[config.mk]
export PLATFORM = sky130hd
export DESIGN_NAME = ifb_flag_bank
export DESIGN_NICKNAME = d
export VERILOG_FILES = /design/src/logic/ifb_pkg.sv /design/src/logic/ifb_flag_bank.sv
export SDC_FILE = /design/constraint.sdc
export NUM_CORES = 1
export LEC_CHECK = 0
export BUFFER_PORTS_ARGS = -buffer_cell sky130_fd_sc_hd__buf_4
export CAP_MARGIN = 15
export CORE_ASPECT_RATIO = 0.9
export CORE_UTILIZATION = 50
export CTS_BUF_LIST = sky130_fd_sc_hd__clkbuf_4 sky130_fd_sc_hd__clkbuf_8
export CTS_CLUSTER_SIZE = 25
export DETAILED_ROUTE_END_ITERATION = 10
export PLACE_DENSITY_LB_ADDON = 0.1
export SETUP_SLACK_MARGIN = 0.05
export SYNTH_ARGS = -nofsm -noshare
export SYNTH_HDL_FRONTEND = slang
export SYNTH_SLANG_ARGS = --single-unit
[constraint.sdc]
create_clock -name aclk -period 2.3 [get_ports aclk]
set_input_delay 0.575 -clock aclk [delete_from_list [all_inputs] [get_ports aclk]]
set_output_delay 0.575 -clock aclk [all_outputs]
set_load 0.01 [all_outputs]
[src/logic/ifb_pkg.sv]
// package with register map, field positions and codes of the interrupt flag/enable bank
//
// Function
// bit 7 of the control bank register is the group-four request flag, 1 while a request pends.
// bit 6 of the control bank register sets on a qualifying edge of external pin c.
// bit 5 of the control bank register sets on a qualifying edge of external pin b.
// bits 2 and 1 of the control bank register enable the pin c and pin b interrupts.
// bit 5 of the timer a register sets when timer a comparator a matches.
// bit 1 of the timer a register enables the timer a comparator a interrupt.
// bit 5 of the timer b register sets when timer b comparator a matches.
// bit 4 of the timer b register sets when timer b comparator p matches.
// bit 1 of the timer b register enables the timer b comparator a interrupt.
// bit 0 of the timer b register enables the timer b comparator p interrupt.
// bits 7..6 and 3..2 of both timer registers are unimplemented and read as zero.
// a two-bit edge select gives 00 off, 01 rising, 10 falling, 11 both edges.
// timer a comparator p uses bit 4 as flag and bit 0 as enable like timer b.
// a source requests service only while its flag, its enable and the global enable are 1.
package ifb_pkg;

  // ----------------------------------------------------------------
  // bus geometry and responses
  // ----------------------------------------------------------------
  localparam int         ADDR_W    = 8;
  localparam logic [1:0] RESP_OKAY = 2'h0;
  localparam logic [1:0] RESP_SLV  = 2'h2;

  // ----------------------------------------------------------------
  // register byte offsets
  // ----------------------------------------------------------------
  localparam logic [ADDR_W-1:0] OFS_CTRL_BANK = 8'h00; // irq_ctrl_bank_two
  localparam logic [ADDR_W-1:0] OFS_TMR_A     = 8'h04; // timer0_match_irq
  localparam logic [ADDR_W-1:0] OFS_TMR_B     = 8'h08; // timer1_match_irq
  localparam logic [ADDR_W-1:0] OFS_EDGE_SEL  = 8'h0c; // edge_select_register
  localparam logic [ADDR_W-1:0] OFS_GLOBAL    = 8'h10; // global_irq_enable
  localparam logic [ADDR_W-1:0] OFS_EV_STAT   = 8'h14; // sticky event status, write one to clear
  localparam logic [ADDR_W-1:0] OFS_EV_MASK   = 8'h18; // event mask

  // ----------------------------------------------------------------
  // field positions
  // ----------------------------------------------------------------
  localparam int GRP4_FLAG_BIT   = 7;
  localparam int PIN_C_FLAG_BIT  = 6;
  localparam int PIN_B_FLAG_BIT  = 5;
  localparam int SER_FLAG_BIT    = 4;
  localparam int GRP4_EN_BIT     = 3;
  localparam int PIN_C_EN_BIT    = 2;
  localparam int PIN_B_EN_BIT    = 1;
  localparam int SER_EN_BIT      = 0;
  localparam int CMPA_FLAG_BIT   = 5;
  localparam int CMPP_FLAG_BIT   = 4;
  localparam int CMPA_EN_BIT     = 1;
  localparam int CMPP_EN_BIT     = 0;
  localparam int PIN_C_SEL_LSB   = 6;
  localparam int PIN_B_SEL_LSB   = 4;
  localparam int GLOBAL_EN_BIT   = 0;

  // implemented bits of the timer and edge select registers
  localparam logic [7:0] TMR_IMPL_MASK  = 8'h33;
  localparam logic [7:0] EDGE_IMPL_MASK = 8'hf0;

  // event status bit positions
  localparam int EV_PIN_B = 0;
  localparam int EV_PIN_C = 1;
  localparam int EV_GRP4  = 2;
  localparam int EV_SER   = 3;
  localparam int EV_TA_A  = 4;
  localparam int EV_TA_P  = 5;
  localparam int EV_TB_A  = 6;
  localparam int EV_TB_P  = 7;

  // ----------------------------------------------------------------
  // reset values and edge select codes
  // ----------------------------------------------------------------
  localparam logic [7:0] REG_RESET = 8'h00;
  localparam logic [1:0] EDGE_OFF  = 2'h0;
  localparam logic [1:0] EDGE_RISE = 2'h1;
  localparam logic [1:0] EDGE_FALL = 2'h2;
  localparam logic [1:0] EDGE_BOTH = 2'h3;

endpackage : ifb_pkg

[src/logic/ifb_flag_bank.sv]
// interrupt request flag and enable bank with an AXI4-Lite register slave
`timescale 1ns/100ps

module ifb_flag_bank (
  input  wire logic                       aclk,                // system clock, 125 MHz
  input  wire logic                       aresetn,             // synchronous reset, low
  input  wire logic [ifb_pkg::ADDR_W-1:0] s_axi_awaddr,        // write address
  input  wire logic                       s_axi_awvalid,       // write address valid
  output logic                            s_axi_awready,       // write address ready
  input  wire logic [31:0]                s_axi_wdata,         // write data
  input  wire logic [3:0]                 s_axi_wstrb,         // write byte strobes
  input  wire logic                       s_axi_wvalid,        // write data valid
  output logic                            s_axi_wready,        // write data ready
  output logic [1:0]                      s_axi_bresp,         // write response
  output logic                            s_axi_bvalid,        // write response valid
  input  wire logic                       s_axi_bready,        // write response ready
  input  wire logic [ifb_pkg::ADDR_W-1:0] s_axi_araddr,        // read address
  input  wire logic                       s_axi_arvalid,       // read address valid
  output logic                            s_axi_arready,       // read address ready
  output logic [31:0]                     s_axi_rdata,         // read data
  output logic [1:0]                      s_axi_rresp,         // read response
  output logic                            s_axi_rvalid,        // read data valid
  input  wire logic                       s_axi_rready,        // read data ready
  input  wire logic                       ext_pin_b,           // external pin b, asynchronous
  input  wire logic                       ext_pin_c,           // external pin c, asynchronous
  input  wire logic                       group4_pending,      // group four request level
  input  wire logic                       serial_event,        // serial port event pulse
  input  wire logic                       timer_a_cmpa_match,  // timer a comparator a pulse
  input  wire logic                       timer_a_cmpp_match,  // timer a comparator p pulse
  input  wire logic                       timer_b_cmpa_match,  // timer b comparator a pulse
  input  wire logic                       timer_b_cmpp_match,  // timer b comparator p pulse
  output logic                            cpu_irq_req,         // service request to the core
  output logic                            irq                  // masked event interrupt level
);
  import ifb_pkg::*;

  // ----------------------------------------------------------------
  // state
  // ----------------------------------------------------------------
  logic                aw_held_ff, nxt_aw_held;
  logic [ADDR_W-1:0]   aw_addr_ff, nxt_aw_addr;
  logic                w_held_ff,  nxt_w_held;
  logic [7:0]          w_data_ff,  nxt_w_data;
  logic                w_strb_ff,  nxt_w_strb;
  logic                bvalid_ff,  nxt_bvalid;
  logic [1:0]          bresp_ff,   nxt_bresp;
  logic                rvalid_ff,  nxt_rvalid;
  logic [7:0]          rdata_ff,   nxt_rdata;
  logic [1:0]          rresp_ff,   nxt_rresp;

  logic [7:0]          ctrl_ff,    nxt_ctrl;
  logic [7:0]          tmr_a_ff,   nxt_tmr_a;
  logic [7:0]          tmr_b_ff,   nxt_tmr_b;
  logic [7:0]          edge_ff,    nxt_edge;
  logic                gen_ff,     nxt_gen;
  logic [7:0]          ev_stat_ff, nxt_ev_stat;
  logic [7:0]          ev_mask_ff, nxt_ev_mask;

  logic [2:0]          pin_b_ff,   nxt_pin_b;
  logic [2:0]          pin_c_ff,   nxt_pin_c;
  logic                grp4_d_ff,  nxt_grp4_d;

  logic                do_wr;
  logic                wr_ok;
  logic [7:0]          wbyte;
  logic                pin_b_qual;
  logic                pin_c_qual;
  logic                grp4_rise;
  logic [7:0]          ev_now;
  logic [7:0]          rd_val;
  logic                rd_hit;

  // ----------------------------------------------------------------
  // edge qualification
  // ----------------------------------------------------------------
  // decode one edge select field against the synchronised pin history
  function automatic logic edge_hit(input logic [1:0] sel, input logic now, input logic old);
    logic rise;
    logic fall;
    rise = now & ~old;
    fall = ~now & old;
    case (sel)
      EDGE_RISE: edge_hit = rise;
      EDGE_FALL: edge_hit = fall;
      EDGE_BOTH: edge_hit = rise | fall;
      default:   edge_hit = 1'b0;
    endcase
  endfunction

  // stage 0 only feeds stage 1; edges are taken between stages 1 and 2
  assign pin_b_qual = edge_hit(edge_ff[PIN_B_SEL_LSB +: 2], pin_b_ff[1], pin_b_ff[2]);
  assign pin_c_qual = edge_hit(edge_ff[PIN_C_SEL_LSB +: 2], pin_c_ff[1], pin_c_ff[2]);
  assign grp4_rise  = group4_pending & ~grp4_d_ff;

  // events feeding the sticky status word
  always_comb begin
    ev_now           = 8'h00;
    ev_now[EV_PIN_B] = pin_b_qual;
    ev_now[EV_PIN_C] = pin_c_qual;
    ev_now[EV_GRP4]  = grp4_rise;
    ev_now[EV_SER]   = serial_event;
    ev_now[EV_TA_A]  = timer_a_cmpa_match;
    ev_now[EV_TA_P]  = timer_a_cmpp_match;
    ev_now[EV_TB_A]  = timer_b_cmpa_match;
    ev_now[EV_TB_P]  = timer_b_cmpp_match;
  end

  // ----------------------------------------------------------------
  // bus handshake
  // ----------------------------------------------------------------
  // no new address or data is taken while a response waits, so one write is in flight
  assign s_axi_awready = ~aw_held_ff & ~bvalid_ff;
  assign s_axi_wready  = ~w_held_ff & ~bvalid_ff;
  assign s_axi_arready = ~rvalid_ff;
  assign s_axi_bvalid  = bvalid_ff;
  assign s_axi_bresp   = bresp_ff;
  assign s_axi_rvalid  = rvalid_ff;
  assign s_axi_rresp   = rresp_ff;
  assign s_axi_rdata   = {24'h000000, rdata_ff};

  assign do_wr = aw_held_ff & w_held_ff & ~bvalid_ff;
  assign wr_ok = do_wr & w_strb_ff; // data sits in byte lane 0 only
  assign wbyte = w_data_ff;

  // read mux, reserved bits come out as zero
  always_comb begin
    rd_val = 8'h00;
    rd_hit = 1'b1;
    case (s_axi_araddr)
      OFS_CTRL_BANK: rd_val = ctrl_ff;
      OFS_TMR_A:     rd_val = tmr_a_ff & TMR_IMPL_MASK;
      OFS_TMR_B:     rd_val = tmr_b_ff & TMR_IMPL_MASK;
      OFS_EDGE_SEL:  rd_val = edge_ff & EDGE_IMPL_MASK;
      OFS_GLOBAL:    rd_val = {7'h00, gen_ff};
      OFS_EV_STAT:   rd_val = ev_stat_ff;
      OFS_EV_MASK:   rd_val = ev_mask_ff;
      default:       rd_hit = 1'b0;
    endcase
  end

  // next values of the bus channels
  always_comb begin
    nxt_aw_held = aw_held_ff;
    nxt_aw_addr = aw_addr_ff;
    nxt_w_held  = w_held_ff;
    nxt_w_data  = w_data_ff;
    nxt_w_strb  = w_strb_ff;
    nxt_bvalid  = bvalid_ff;
    nxt_bresp   = bresp_ff;
    nxt_rvalid  = rvalid_ff;
    nxt_rdata   = rdata_ff;
    nxt_rresp   = rresp_ff;
    if (s_axi_awvalid && s_axi_awready) begin
      nxt_aw_held = 1'b1;
      nxt_aw_addr = s_axi_awaddr;
    end
    if (s_axi_wvalid && s_axi_wready) begin
      nxt_w_held = 1'b1;
      nxt_w_data = s_axi_wdata[7:0];
      nxt_w_strb = s_axi_wstrb[0];
    end
    if (do_wr) begin
      nxt_aw_held = 1'b0;
      nxt_w_held  = 1'b0;
      nxt_bvalid  = 1'b1;
      case (aw_addr_ff)
        OFS_CTRL_BANK, OFS_TMR_A, OFS_TMR_B, OFS_EDGE_SEL,
        OFS_GLOBAL, OFS_EV_STAT, OFS_EV_MASK: nxt_bresp = RESP_OKAY;
        default:                              nxt_bresp = RESP_SLV;
      endcase
    end else if (bvalid_ff && s_axi_bready) begin
      nxt_bvalid = 1'b0;
    end
    if (s_axi_arvalid && s_axi_arready) begin
      nxt_rvalid = 1'b1;
      nxt_rdata  = rd_val;
      nxt_rresp  = rd_hit ? RESP_OKAY : RESP_SLV;
    end else if (rvalid_ff && s_axi_rready) begin
      nxt_rvalid = 1'b0;
    end
  end

  always_ff @(posedge aclk) begin
    if (!aresetn) begin
      aw_held_ff <= 1'b0;
      aw_addr_ff <= '0;
      w_held_ff  <= 1'b0;
      w_data_ff  <= 8'h00;
      w_strb_ff  <= 1'b0;
      bvalid_ff  <= 1'b0;
      bresp_ff   <= RESP_OKAY;
      rvalid_ff  <= 1'b0;
      rdata_ff   <= 8'h00;
      rresp_ff   <= RESP_OKAY;
    end else begin
      aw_held_ff <= nxt_aw_held;
      aw_addr_ff <= nxt_aw_addr;
      w_held_ff  <= nxt_w_held;
      w_data_ff  <= nxt_w_data;
      w_strb_ff  <= nxt_w_strb;
      bvalid_ff  <= nxt_bvalid;
      bresp_ff   <= nxt_bresp;
      rvalid_ff  <= nxt_rvalid;
      rdata_ff   <= nxt_rdata;
      rresp_ff   <= nxt_rresp;
    end
  end

  // ----------------------------------------------------------------
  // flag and enable registers
  // ----------------------------------------------------------------
  // a hardware set in the same cycle as a software write of zero still wins
  always_comb begin
    nxt_pin_b   = {pin_b_ff[1:0], ext_pin_b};
    nxt_pin_c   = {pin_c_ff[1:0], ext_pin_c};
    nxt_grp4_d  = group4_pending;
    nxt_ctrl    = ctrl_ff;
    nxt_tmr_a   = tmr_a_ff;
    nxt_tmr_b   = tmr_b_ff;
    nxt_edge    = edge_ff;
    nxt_gen     = gen_ff;
    nxt_ev_mask = ev_mask_ff;
    nxt_ev_stat = ev_stat_ff;
    if (wr_ok) begin
      case (aw_addr_ff)
        OFS_CTRL_BANK: nxt_ctrl    = wbyte;
        OFS_TMR_A:     nxt_tmr_a   = wbyte & TMR_IMPL_MASK;
        OFS_TMR_B:     nxt_tmr_b   = wbyte & TMR_IMPL_MASK;
        OFS_EDGE_SEL:  nxt_edge    = wbyte & EDGE_IMPL_MASK;
        OFS_GLOBAL:    nxt_gen     = wbyte[GLOBAL_EN_BIT];
        OFS_EV_STAT:   nxt_ev_stat = ev_stat_ff & ~wbyte;
        OFS_EV_MASK:   nxt_ev_mask = wbyte;
        default:       nxt_gen     = gen_ff;
      endcase
    end
    // the group flag follows a pending level, so a clear is retaken while it stays high
    if (group4_pending) nxt_ctrl[GRP4_FLAG_BIT] = 1'b1;
    if (pin_c_qual) nxt_ctrl[PIN_C_FLAG_BIT] = 1'b1;
    if (pin_b_qual) nxt_ctrl[PIN_B_FLAG_BIT] = 1'b1;
    if (serial_event) nxt_ctrl[SER_FLAG_BIT] = 1'b1;
    if (timer_a_cmpa_match) nxt_tmr_a[CMPA_FLAG_BIT] = 1'b1;
    if (timer_a_cmpp_match) nxt_tmr_a[CMPP_FLAG_BIT] = 1'b1;
    if (timer_b_cmpa_match) nxt_tmr_b[CMPA_FLAG_BIT] = 1'b1;
    if (timer_b_cmpp_match) nxt_tmr_b[CMPP_FLAG_BIT] = 1'b1;
    nxt_ev_stat = nxt_ev_stat | ev_now;
  end

  always_ff @(posedge aclk) begin
    if (!aresetn) begin
      pin_b_ff   <= 3'h0;
      pin_c_ff   <= 3'h0;
      grp4_d_ff  <= 1'b0;
      ctrl_ff    <= REG_RESET;
      tmr_a_ff   <= REG_RESET;
      tmr_b_ff   <= REG_RESET;
      edge_ff    <= REG_RESET;
      gen_ff     <= 1'b0;
      ev_stat_ff <= REG_RESET;
      ev_mask_ff <= REG_RESET;
    end else begin
      pin_b_ff   <= nxt_pin_b;
      pin_c_ff   <= nxt_pin_c;
      grp4_d_ff  <= nxt_grp4_d;
      ctrl_ff    <= nxt_ctrl;
      tmr_a_ff   <= nxt_tmr_a;
      tmr_b_ff   <= nxt_tmr_b;
      edge_ff    <= nxt_edge;
      gen_ff     <= nxt_gen;
      ev_stat_ff <= nxt_ev_stat;
      ev_mask_ff <= nxt_ev_mask;
    end
  end

  // ----------------------------------------------------------------
  // interrupt outputs
  // ----------------------------------------------------------------
  // service request: any flag with its enable, gated by the global enable
  assign cpu_irq_req = gen_ff & (
                       (ctrl_ff[GRP4_FLAG_BIT]  & ctrl_ff[GRP4_EN_BIT])  |
                       (ctrl_ff[PIN_C_FLAG_BIT] & ctrl_ff[PIN_C_EN_BIT]) |
                       (ctrl_ff[PIN_B_FLAG_BIT] & ctrl_ff[PIN_B_EN_BIT]) |
                       (ctrl_ff[SER_FLAG_BIT]   & ctrl_ff[SER_EN_BIT])   |
                       (tmr_a_ff[CMPA_FLAG_BIT] & tmr_a_ff[CMPA_EN_BIT]) |
                       (tmr_a_ff[CMPP_FLAG_BIT] & tmr_a_ff[CMPP_EN_BIT]) |
                       (tmr_b_ff[CMPA_FLAG_BIT] & tmr_b_ff[CMPA_EN_BIT]) |
                       (tmr_b_ff[CMPP_FLAG_BIT] & tmr_b_ff[CMPP_EN_BIT]));

  // event interrupt: sticky status gated by the mask, independent of the global enable
  assign irq = |(ev_stat_ff & ev_mask_ff);

endmodule // ifb_flag_bank

==> summary.txt, run 1 <==
CTS
  • Total CTS buffers: 9
  • Post-CTS resize count: 0
  • CTS tree: done
  • Root Driver: clkbuf_8
  • CTS hold repair buffers: 0
  • Clock Pin Slew Worst Setup and Hold Paths: 70 ps
  • Clock sink count: 75
  • Skew-Pair Late Insertion Delay: 350 ps
  • Post-CTS Setup Bufs: 0
  • Maximum clock path buffer count: 2
  • # H-tree levels: 3

Setup path
  • Worst EP required: 2530 ps
  • Worst Setup End Kind: register
  • R2R Setup Slk: 240 ps
  • Crit path arrival time: 2300 ps
  • Critical path class: reg -> reg
  • Worst setup path start: aw_addr_ff[2]
  • Worst Setup EP: ctrl_ff[7]
  • Reg2Reg Depth: 4
  • CP Launch Type: register
  • R2r startpoint: aw_addr_ff[2]
  • Crit path max fanout: 9
  • FF-to-FF End: ctrl_ff[7]

Die
  • Io pins: 110
  • Die Ht: 81.1 microns
  • Core Rows: 28
  • Die area: 7290 sq um
  • Die W: 89.9 microns
  • Initial core utilization: 52.3%
  • Core ar.: 6660 sq um

Synthesis
  • Post-synthesis sequential area ratio: 43.2%
  • Fraction of registers with async set/reset: 0%
  • Synth unique cells: 42
  • Synth Area in Compound Gates: 16.4%
  • Top FF cell, synth: dfxtp_1
  • Synth Area in Adders: 1.44%
  • Mux cell area share after synthesis: 7.63%
  • Largest family of logic cells by synthesized area: simple AND/OR/NAND/NOR gates
  • Syn Area/Cell: 8.76 sq um
  • Mapped Area: 3480 sq um
  • Yosys reg bits: 75
  • Gate count after technology mapping: 397
  • Post-Synth XOR/XNOR Area: 0%
  • Ys Warns: 0
  • Number of synthesized flops with an enable pin: 0
  • Simple-Gate Fraction of Synth Area: 21.5%

Timing
  • Fmax: 0.484 GHz
  • Final number of max-transition violations: 0
  • Measured slew at the worst slew-check pin: 583 ps
  • Minimum clock period: 2060 ps
  • # setup viols final: 0
  • Setup_tns: 0 ps
  • RSZ-0062 raised after global routing: no
  • Relative slew slack: 61.0%
  • Period utilization: 89.8%
  • Final Hold Fails: 0
  • Skew final: 7.29 ps

Outcome
  • Status: finished clean

Route
  • DRT Wirelength: 7850 microns
  • Vias/cell: 5.29
  • Router iterations before antenna repair: 4
  • WL/cell: 14.3 microns
  • Antenna Nets Post-Route: 0
  • Vias: 2899
  • Post-route DRC: 0
  • Initial DRC count: 134

Power
  • Power Density: 662 nW/um^2
  • VDD IR-drop max: 491 uV
  • Leakage: 0.00158 uW

Layout
  • Syn-to-layout area delta: 17.7%
  • Fin util: 61.5%
  • Sequential cell area: 1500 sq um
  • ANT cells: 0
  • Share of cells above drive strength 1: 19.7%
  • Area taken by multi-input logic gates: 1730 sq um
  • Finished Cell Area: 4100 sq um
  • Filler Cells Inserted: 638
  • # nets final: 524

Min path
  • HP Class: in -> reg
  • Hold_sp: s_axi_rready

Placement
  • Dpl hpwl: 5720 microns
  • Placement-stage cell area: 3900 sq um
  • Gp weighted congestion: 0.868
  • Port bufs: 56

Global route
  • Global-route usage over all layers: 22.8%
  • Global-route wire length before repair: 12800 microns
  • Initial antenna violation count: 0
  • GR Util met1: 30.8%
  • Met2 Resource Use GR: 34.8%
  • Total gr overflow: 0
  • M3 GR Usage: 4.59%
  • Pin count of the biggest net entering global routing: 37
  • Gr busiest metal: met2
  • Vias in the first global route: 2536

Job
  • Maxcap violations: 0
flip-flops by register name, indices dropped and copies added (netlist names):
signal / count
aw_addr_ff: 8
ctrl_ff: 8
ev_mask_ff: 8
ev_stat_ff: 8
rdata_ff: 8
w_data_ff: 8
edge_ff: 4
tmr_a_ff: 4
tmr_b_ff: 4
pin_b_ff: 3
pin_c_ff: 3
aw_held_ff: 1
gen_ff: 1
grp4_d_ff: 1
s_axi_bresp: 1
s_axi_bvalid: 1
s_axi_rresp: 1
s_axi_rvalid: 1
w_held_ff: 1
w_strb_ff: 1
cell usage in the layout (no fill, tap or decap), types with 2 or more instances in the layout:
master,count
nand2_1,54
or4_1,2
dfxtp_1,75
buf_4,65
nand3b_1,3
a31oi_1,6
clkinv_2,3
nor4_4,4
mux4_2,2
nor2b_1,3
o211ai_1,2
conb_1,26
a22o_1,7
a21oi_1,35
ha_1,4
a221oi_1,3
nor2_1,32
mux2i_1,22
nand2b_1,2
nand4b_1,2
or4bb_1,3
inv_1,17
and2_1,8
nand3_1,5
nor3_1,12
o21ai_0,16
a211oi_1,7
a22oi_1,14
clkbuf_8,10
synthesized netlist by cell type, types with 2 or more instances:
library cell	count	area share (%)
a31oi_1	6	1.1
nor2_1	32	3.5
buf_4	26	5.6
a22oi_1	14	3.0
nand3_1	5	0.72
mux2i_1	22	6.3
inv_1	17	1.8
clkbuf_1	14	1.5
nor3_1	12	1.7
nor4_4	4	2.4
a21oi_1	35	5.0
nand2b_1	2	0.36
and2_1	8	1.4
o211ai_1	2	0.43
ha_1	4	1.4
mux4_2	2	1.3
a211oi_1	7	1.5
buf_1	3	0.32
nand3b_1	3	0.65
nand2_1	54	5.8
nand4b_1	2	0.50
or4bb_1	3	0.97
nor2b_1	3	0.54
or4_1	2	0.43
a22o_1	7	1.8
a221oi_1	3	0.76
o21ai_0	16	2.3
dfxtp_1	75	43
stage by stage:
step	worst slack, ps	total power (uW)	instances	hold slack (ps)
6_report	235	2710	548	409
5_1_grt	110	2830	548	399
4_1_cts	240	2730	548	398
3_5_place_dp	244	1720	532	424
3_3_place_gp	262	1720	532	415
2_1_floorplan	368	1640	422	412
final cells by class:
class / instances / share of cell area (%)
repair buffers: 65 / 11.9
flip-flops and latches: 75 / 36.7
multi-input cells: 285 / 42.3
clock buffers: 11 / 3.54
well taps: 90 / 2.75
inverters: 17 / 1.56
clock inverters: 5 / 1.28
cell families (layout without fill, tap and decap cells):
family	after synthesis	in the layout
adders and majority gates	4	4
AOI/OAI and AO/OA	92	92
muxes	24	24
other	1	26
DFF	75	75
and+or+nand+nor	139	139
buffers and inverters	62	98
metal layers:
layer / vias up / routed length (microns)
met5: - / 0
met4: 0 / 167
met3: 15 / 438
met2: 99 / 3360
met1: 1320 / 3890
li1: 1465 / -
where the power goes:
part	leakage, uW	internal, uW	switching (uW)
logic	0.000864	128	166
clock network	0.000103	537	479
registers	0.000613	1350	54.6
worst min-delay path by stage:
stage,to,cells after the start
after floorplan,pin_b_ff[1],1
after global placement,pin_b_ff[1],1
after detailed placement,pin_c_ff[1],1
after CTS,s_axi_rvalid,2
after global routing,s_axi_rvalid,2
final,s_axi_rvalid,2
worst max-delay path, cell delays in order (launching register included):
cell and delay (ps):
dfxtp_1 390, or4b_1 590, or4_1 700, nor3_1 200
nor3_1 70
(Power assumes the default switching activity.)
==> run 2, diff against run 1 <==
--- a/config.mk
+++ b/config.mk
@@ -12,7 +12,7 @@
 export CTS_BUF_LIST = sky130_fd_sc_hd__clkbuf_4 sky130_fd_sc_hd__clkbuf_8
 export CTS_CLUSTER_SIZE = 25
 export DETAILED_ROUTE_END_ITERATION = 10
-export PLACE_DENSITY_LB_ADDON = 0.1
+export PLACE_DENSITY = 0.87
 export SETUP_SLACK_MARGIN = 0.05
 export SYNTH_ARGS = -nofsm -noshare
 export SYNTH_HDL_FRONTEND = slang
==> run 2 against run 1 <==
Compared with the run above: cell count down 0.73%; via count down 0.38%; total power up 4.1%; combinational power down 2%; clock skew up 1.4 ps; first-iteration DRC count up 63%; largest power group unchanged; register-to-register slack about the same; non-clock buffer count down 4; worst hold slack worse by 18 ps; sequential power about the same; design area up 0.21%; critical endpoint is now ctrl_ff[4]; largest cell class unchanged.
==> summary.txt, run 2 (synthesis results as in run 1) <==
Outcome
  • Status: finished clean

Timing
  • Final Hold Fails: 0
  • RSZ-0062 raised after global routing: no
  • Fmax: 0.486 GHz
  • Setup_tns: 0 ps
  • # setup viols final: 0
  • Relative slew slack: 59.3%
  • Period utilization: 89.5%
  • Final WS setup: 242 ps
  • Measured slew at the worst slew-check pin: 609 ps
  • Minimum clock period: 2060 ps
  • Final number of max-transition violations: 0
  • Skew final: 8.69 ps

Setup path
  • CP max stage delay: 720 ps
  • Worst EP required: 2540 ps
  • Slowest CP cell: or4_1
  • Crit path arrival time: 2300 ps
  • Crit path max fanout: 9
  • Worst path cell trace: or4b_1 -> or4_1 -> nor3_1 -> nor3_1
  • Crit path buffers/inverters: 0
  • CP Launch Type: register
  • Cell family with most CP delay: simple AND/OR/NAND/NOR gates
  • Critical path class: reg -> reg
  • CP most frequent cell: nor3_1
  • Worst Setup End Kind: register

Power
  • Leakage: 0.00156 uW
  • VDD IR-drop max: 471 uV
  • Power Density: 688 nW/um^2

CTS
  • Clock Pin Slew Worst Setup and Hold Paths: 80 ps
  • Skew-Pair Late Insertion Delay: 360 ps
  • Maximum clock path buffer count: 2
  • CTS tree: done
  • Root Driver: clkbuf_8
  • Clock sink count: 75
  • # H-tree levels: 3
  • Post-CTS resize count: 0
  • Post-CTS Setup Bufs: 0
  • CTS hold repair buffers: 0
  • Total CTS buffers: 9

Placement
  • Dpl cells: 528
  • Port bufs: 56
  • Dpl ws: 252 ps
  • Placement-stage cell area: 3880 sq um
  • Dpl hpwl: 5610 microns
  • Gp weighted congestion: 0.943

Die
  • Die Ht: 81.1 microns
  • Io pins: 110
  • Die W: 89.9 microns
  • Core Rows: 28
  • Initial core utilization: 52.3%
  • Core ar.: 6660 sq um
  • Die area: 7290 sq um

Global route
  • Vias in the first global route: 2727
  • Pin count of the biggest net entering global routing: 57
  • Global-route wire length before repair: 13000 microns
  • Total gr overflow: 0
  • Initial antenna violation count: 0
  • Global-route usage over all layers: 23.1%

Layout
  • Syn-to-layout area delta: 18.0%
  • Sequential cell area: 1500 sq um
  • Area taken by multi-input logic gates: 1730 sq um
  • Final non-filler cell total: 544
  • Share of cells above drive strength 1: 18.9%
  • Finished Cell Area: 4100 sq um
  • Most common cell after layout, fill and taps aside: dfxtp_1
  • Filler Cells Inserted: 575
  • Most frequent cells in the layout: dfxtp_1, buf_4, nand2_1
  • # nets final: 520
  • ANT cells: 0

Route
  • Post-route DRC: 0
  • Antenna Nets Post-Route: 0
  • DRT Wirelength: 7770 microns
  • Vias: 2888
  • WL/cell: 14.3 microns
  • Vias/cell: 5.31
  • Initial DRC count: 218
  • Router iterations before antenna repair: 5

Min path
  • HP Class: in -> reg

Job
  • Maxcap violations: 0
-- run 2: changes by cell type in the layout (fill, tap and decap cells not counted) --
| cell | previous run | this run |
|---|---|---|
| clkinvlp_4 | 1 | 3 |
| clkbuf_8 | 10 | 9 |
| buf_4 | 65 | 60 |
| clkinv_2 | 3 | 0 |
| inv_6 | 0 | 2 |
| buf_12 | 0 | 1 |
| bufinv_16 | 1 | 2 |
| clkbuf_4 | 1 | 0 |
-- run 2: per-stage QoR --
stage               utilization [%]  power, uW  hold slack, ps
detailed placement             58.3       1720             422
finish                         61.7       2820             392
global placement               58.3       1710             419
global route                   61.7       2950             373
floorplan                         -       1640             412
CTS                            61.7       2850             376
-- run 2: final timing paths --
| path | slack (ps) | cells past startpoint | end | start |
|---|---|---|---|---|
| worst max-delay path | 240 | 4 | ctrl_ff[4] | aw_addr_ff[2] |
| worst min-delay path | 390 | 2 | s_axi_rvalid | s_axi_rready |
| worst max register to register | 240 | 4 | ctrl_ff[4] | aw_addr_ff[2] |
| worst min register to register | 440 | 1 | pin_c_ff[1] | pin_c_ff[0] |
-- run 2: worst reg2reg max path: cells and delay by family (launching register included) --
kind | cells | cell delay, ps
simple gates | 4 | 1570
flops | 1 | 380
-- run 2: cell type report --
cell class,instances,area share [%]
clock inverters,7,2.44
multi-input cells,285,42.2
repair buffers,61,11.5
well taps,90,2.74
inverters,17,1.55
clock buffers,9,3.02
flip-flops and latches,75,36.6
-- run 2: metal layers --
metal  vias to the layer above  track usage [%]  wire, microns
met5                         -                0              0
met4                         0             7.90            100
met3                        13             7.77            551
met2                       112             37.9           3540
met1                      1319             28.8           3580
li1                       1444                -              -
-- run 2: power breakdown --
group          internal (uW)  total [uW]  leakage (uW)  switching [uW]
Clock                    617        1130      0.000102             513
Combinational            126         288      0.000848             162
Sequential              1350        1410      0.000613            58.9
==> run 3, diff against run 2 <==
--- a/config.mk
+++ b/config.mk
@@ -5,7 +5,7 @@
 export SDC_FILE = /design/constraint.sdc
 export NUM_CORES = 1
 export LEC_CHECK = 0
-export BUFFER_PORTS_ARGS = -buffer_cell sky130_fd_sc_hd__buf_4
+export BUFFER_PORTS_ARGS = -buffer_cell sky130_fd_sc_hd__buf_2
 export CAP_MARGIN = 15
 export CORE_ASPECT_RATIO = 0.9
 export CORE_UTILIZATION = 50
==> run 3 against run 2 <==
Compared with the run above: worst hold slack gained 11 ps; combinational power shrank 8.0%; critical endpoint unchanged; cell count grew 0.18%; largest cell class unchanged; design area is 3.5% lower; critical path type unchanged; global-route usage grew 0.054 points; utilization is 2.2 points lower; register-to-register slack got worse by 50 ps; clock power decreased by 7%; routed wire length rose by 0.97%.
==> summary.txt, run 3 (synthesis results as in run 1) <==
Timing
  • # setup viols final: 0
  • Period utilization: 91.7%
  • Fmax: 0.474 GHz
  • Relative slew slack: 59.3%
  • Final number of max-transition violations: 0
  • Skew final: 5.68 ps
  • RSZ-0062 raised after global routing: no
  • Setup_tns: 0 ps
  • Measured slew at the worst slew-check pin: 609 ps
  • Final Hold Fails: 0
  • Minimum clock period: 2110 ps

CTS
  • CTS tree: done
  • Skew-Pair Late Insertion Delay: 350 ps
  • Post-CTS Setup Bufs: 0
  • # H-tree levels: 3
  • Clock Pin Slew Worst Setup and Hold Paths: 80 ps
  • Root Driver: clkbuf_8
  • Total CTS buffers: 9
  • Post-CTS resize count: 0
  • Clock sink count: 75
  • CTS hold repair buffers: 0
  • Maximum clock path buffer count: 2

Power
  • Int Pwr: 2010 uW
  • Switching Power: 710 uW
  • Leakage: 0.00153 uW
  • VDD IR-drop max: 560 uV
  • Sw frac: 26.1%
  • Clk network pwr share: 38.6%
  • Seq pwr share: 51.6%
  • Logic gate share of total power: 9.7%
  • Power Density: 688 nW/um^2

Layout
  • Most common cell after layout, fill and taps aside: dfxtp_1
  • # nets final: 521
  • Most frequent cells in the layout: dfxtp_1, buf_2, nand2_1
  • Finished Cell Area: 3960 sq um
  • Filler Cells Inserted: 601
  • Syn-to-layout area delta: 13.8%
  • Share of cells above drive strength 1: 19.1%
  • ANT cells: 0

Setup path
  • Crit path max fanout: 9
  • Crit path buffers/inverters: 0
  • FF-to-FF End: ctrl_ff[4]
  • Reg2Reg Depth: 4
  • CP most frequent cell: nor3_1
  • Slowest CP cell: or4_1
  • Worst path cell trace: or4b_1 -> or4_1 -> nor3_1 -> nor3_1
  • Crit path arrival time: 2340 ps
  • CP max stage delay: 730 ps
  • CP Launch Type: register
  • Worst EP required: 2530 ps
  • Cell family with most CP delay: simple AND/OR/NAND/NOR gates
  • Critical path class: reg -> reg
  • Worst Setup End Kind: register
  • R2R Setup Slk: 190 ps
  • R2r startpoint: aw_addr_ff[2]

Route
  • DRT Wirelength: 7850 microns
  • Initial DRC count: 241
  • Post-route DRC: 0
  • Vias/cell: 5.43
  • Antenna Nets Post-Route: 0
  • WL/cell: 14.4 microns
  • Router iterations before antenna repair: 4
  • Vias: 2962

Die
  • Die Ht: 81.1 microns
  • Initial core utilization: 52.3%
  • Die area: 7290 sq um
  • Die W: 89.9 microns
  • Core Rows: 28
  • Io pins: 110
  • Core ar.: 6660 sq um

Global route
  • Initial antenna violation count: 0
  • Global-route usage over all layers: 23.2%
  • Vias in the first global route: 2759
  • Global-route wire length before repair: 13100 microns
  • Total gr overflow: 0
  • Pin count of the biggest net entering global routing: 57

Placement
  • Placement-stage cell area: 3750 sq um
  • Dpl hpwl: 5680 microns
  • Port bufs: 56
  • Gp weighted congestion: 0.915

Job
  • Maxcap violations: 0

Min path
  • HP Class: in -> reg
  • Worst hold path depth: 2
  • Hold EP: s_axi_rvalid
  • Hold_sp: s_axi_rready

Outcome
  • Status: finished clean
==> run 3: changes by cell type in the layout (fill, tap and decap cells not counted), sizes merged <==
| cell | change |
|---|---|
| clkbuf | +2 |
| clkinv | +2 |
| clkinvlp | -2 |
| buf | +1 |
| bufinv | -1 |
| inv | -1 |
==> run 3: per-layer routing <==
metal	up-vias	track usage (%)	part of all wire [%]
met4	0	8.87	2.8
met2	137	39.5	46
met5	-	0	0
met1	1355	27.5	41
met3	19	7.58	9.7
li1	1451	-	-
==> run 3: stage by stage <==
| step | hold slack (ps) | utilization [%] | std cells | power [uW] | setup WS (ps) |
|---|---|---|---|---|---|
| 2_1_floorplan | 412 | - | 422 | 1640 | 368 |
| 3_3_place_gp | 419 | 56.3 | 529 | 1690 | 285 |
| 5_1_grt | 389 | 59.5 | 545 | 2850 | 76.4 |
| 6_report | 403 | 59.5 | 545 | 2720 | 191 |
| 4_1_cts | 386 | 59.5 | 545 | 2750 | 202 |
| 3_5_place_dp | 423 | 56.3 | 529 | 1700 | 215 |
==> run 3: cell type report <==
cell class,count,area [sq um],share of cell area (%)
repair buffers,62,338,8.53
clock inverters,5,60.1,1.52
well taps,90,113,2.84
flip-flops and latches,75,1500,37.9
multi-input cells,285,1730,43.7
inverters,17,63.8,1.61
clock buffers,11,151,3.82
==> run 3: worst register-to-register path: cells and delay by family (launching register included) <==
| kind | cells | cell delay, ps |
|---|---|---|
| and+or+nand+nor | 4 | 1630 |
| DFF | 1 | 370 |
==> run 3: worst max path at each step <==
stage | start | end | slack (ps) | depth (start not counted)
2_1_floorplan | aw_addr_ff[7] | ev_mask_ff[0] | 370 | 5
3_3_place_gp | s_axi_araddr[0] | rdata_ff[1] | 290 | 5
3_5_place_dp | aw_addr_ff[2] | ctrl_ff[4] | 220 | 4
4_1_cts | aw_addr_ff[2] | ctrl_ff[4] | 200 | 4
5_1_grt | aw_addr_ff[2] | ctrl_ff[4] | 80 | 4
6_report | aw_addr_ff[2] | ctrl_ff[4] | 190 | 4
==> run 3: power by group through the flow <==
| stage | Clock [uW] | Combinational (uW) | Sequential (uW) |
|---|---|---|---|
| finish | 1050 | 265 | 1410 |
| CTS | 1080 | 265 | 1400 |
| global placement | 0 | 255 | 1430 |
| global route | 1140 | 299 | 1410 |
| floorplan | 0 | 225 | 1410 |
| detailed placement | 0 | 264 | 1430 |
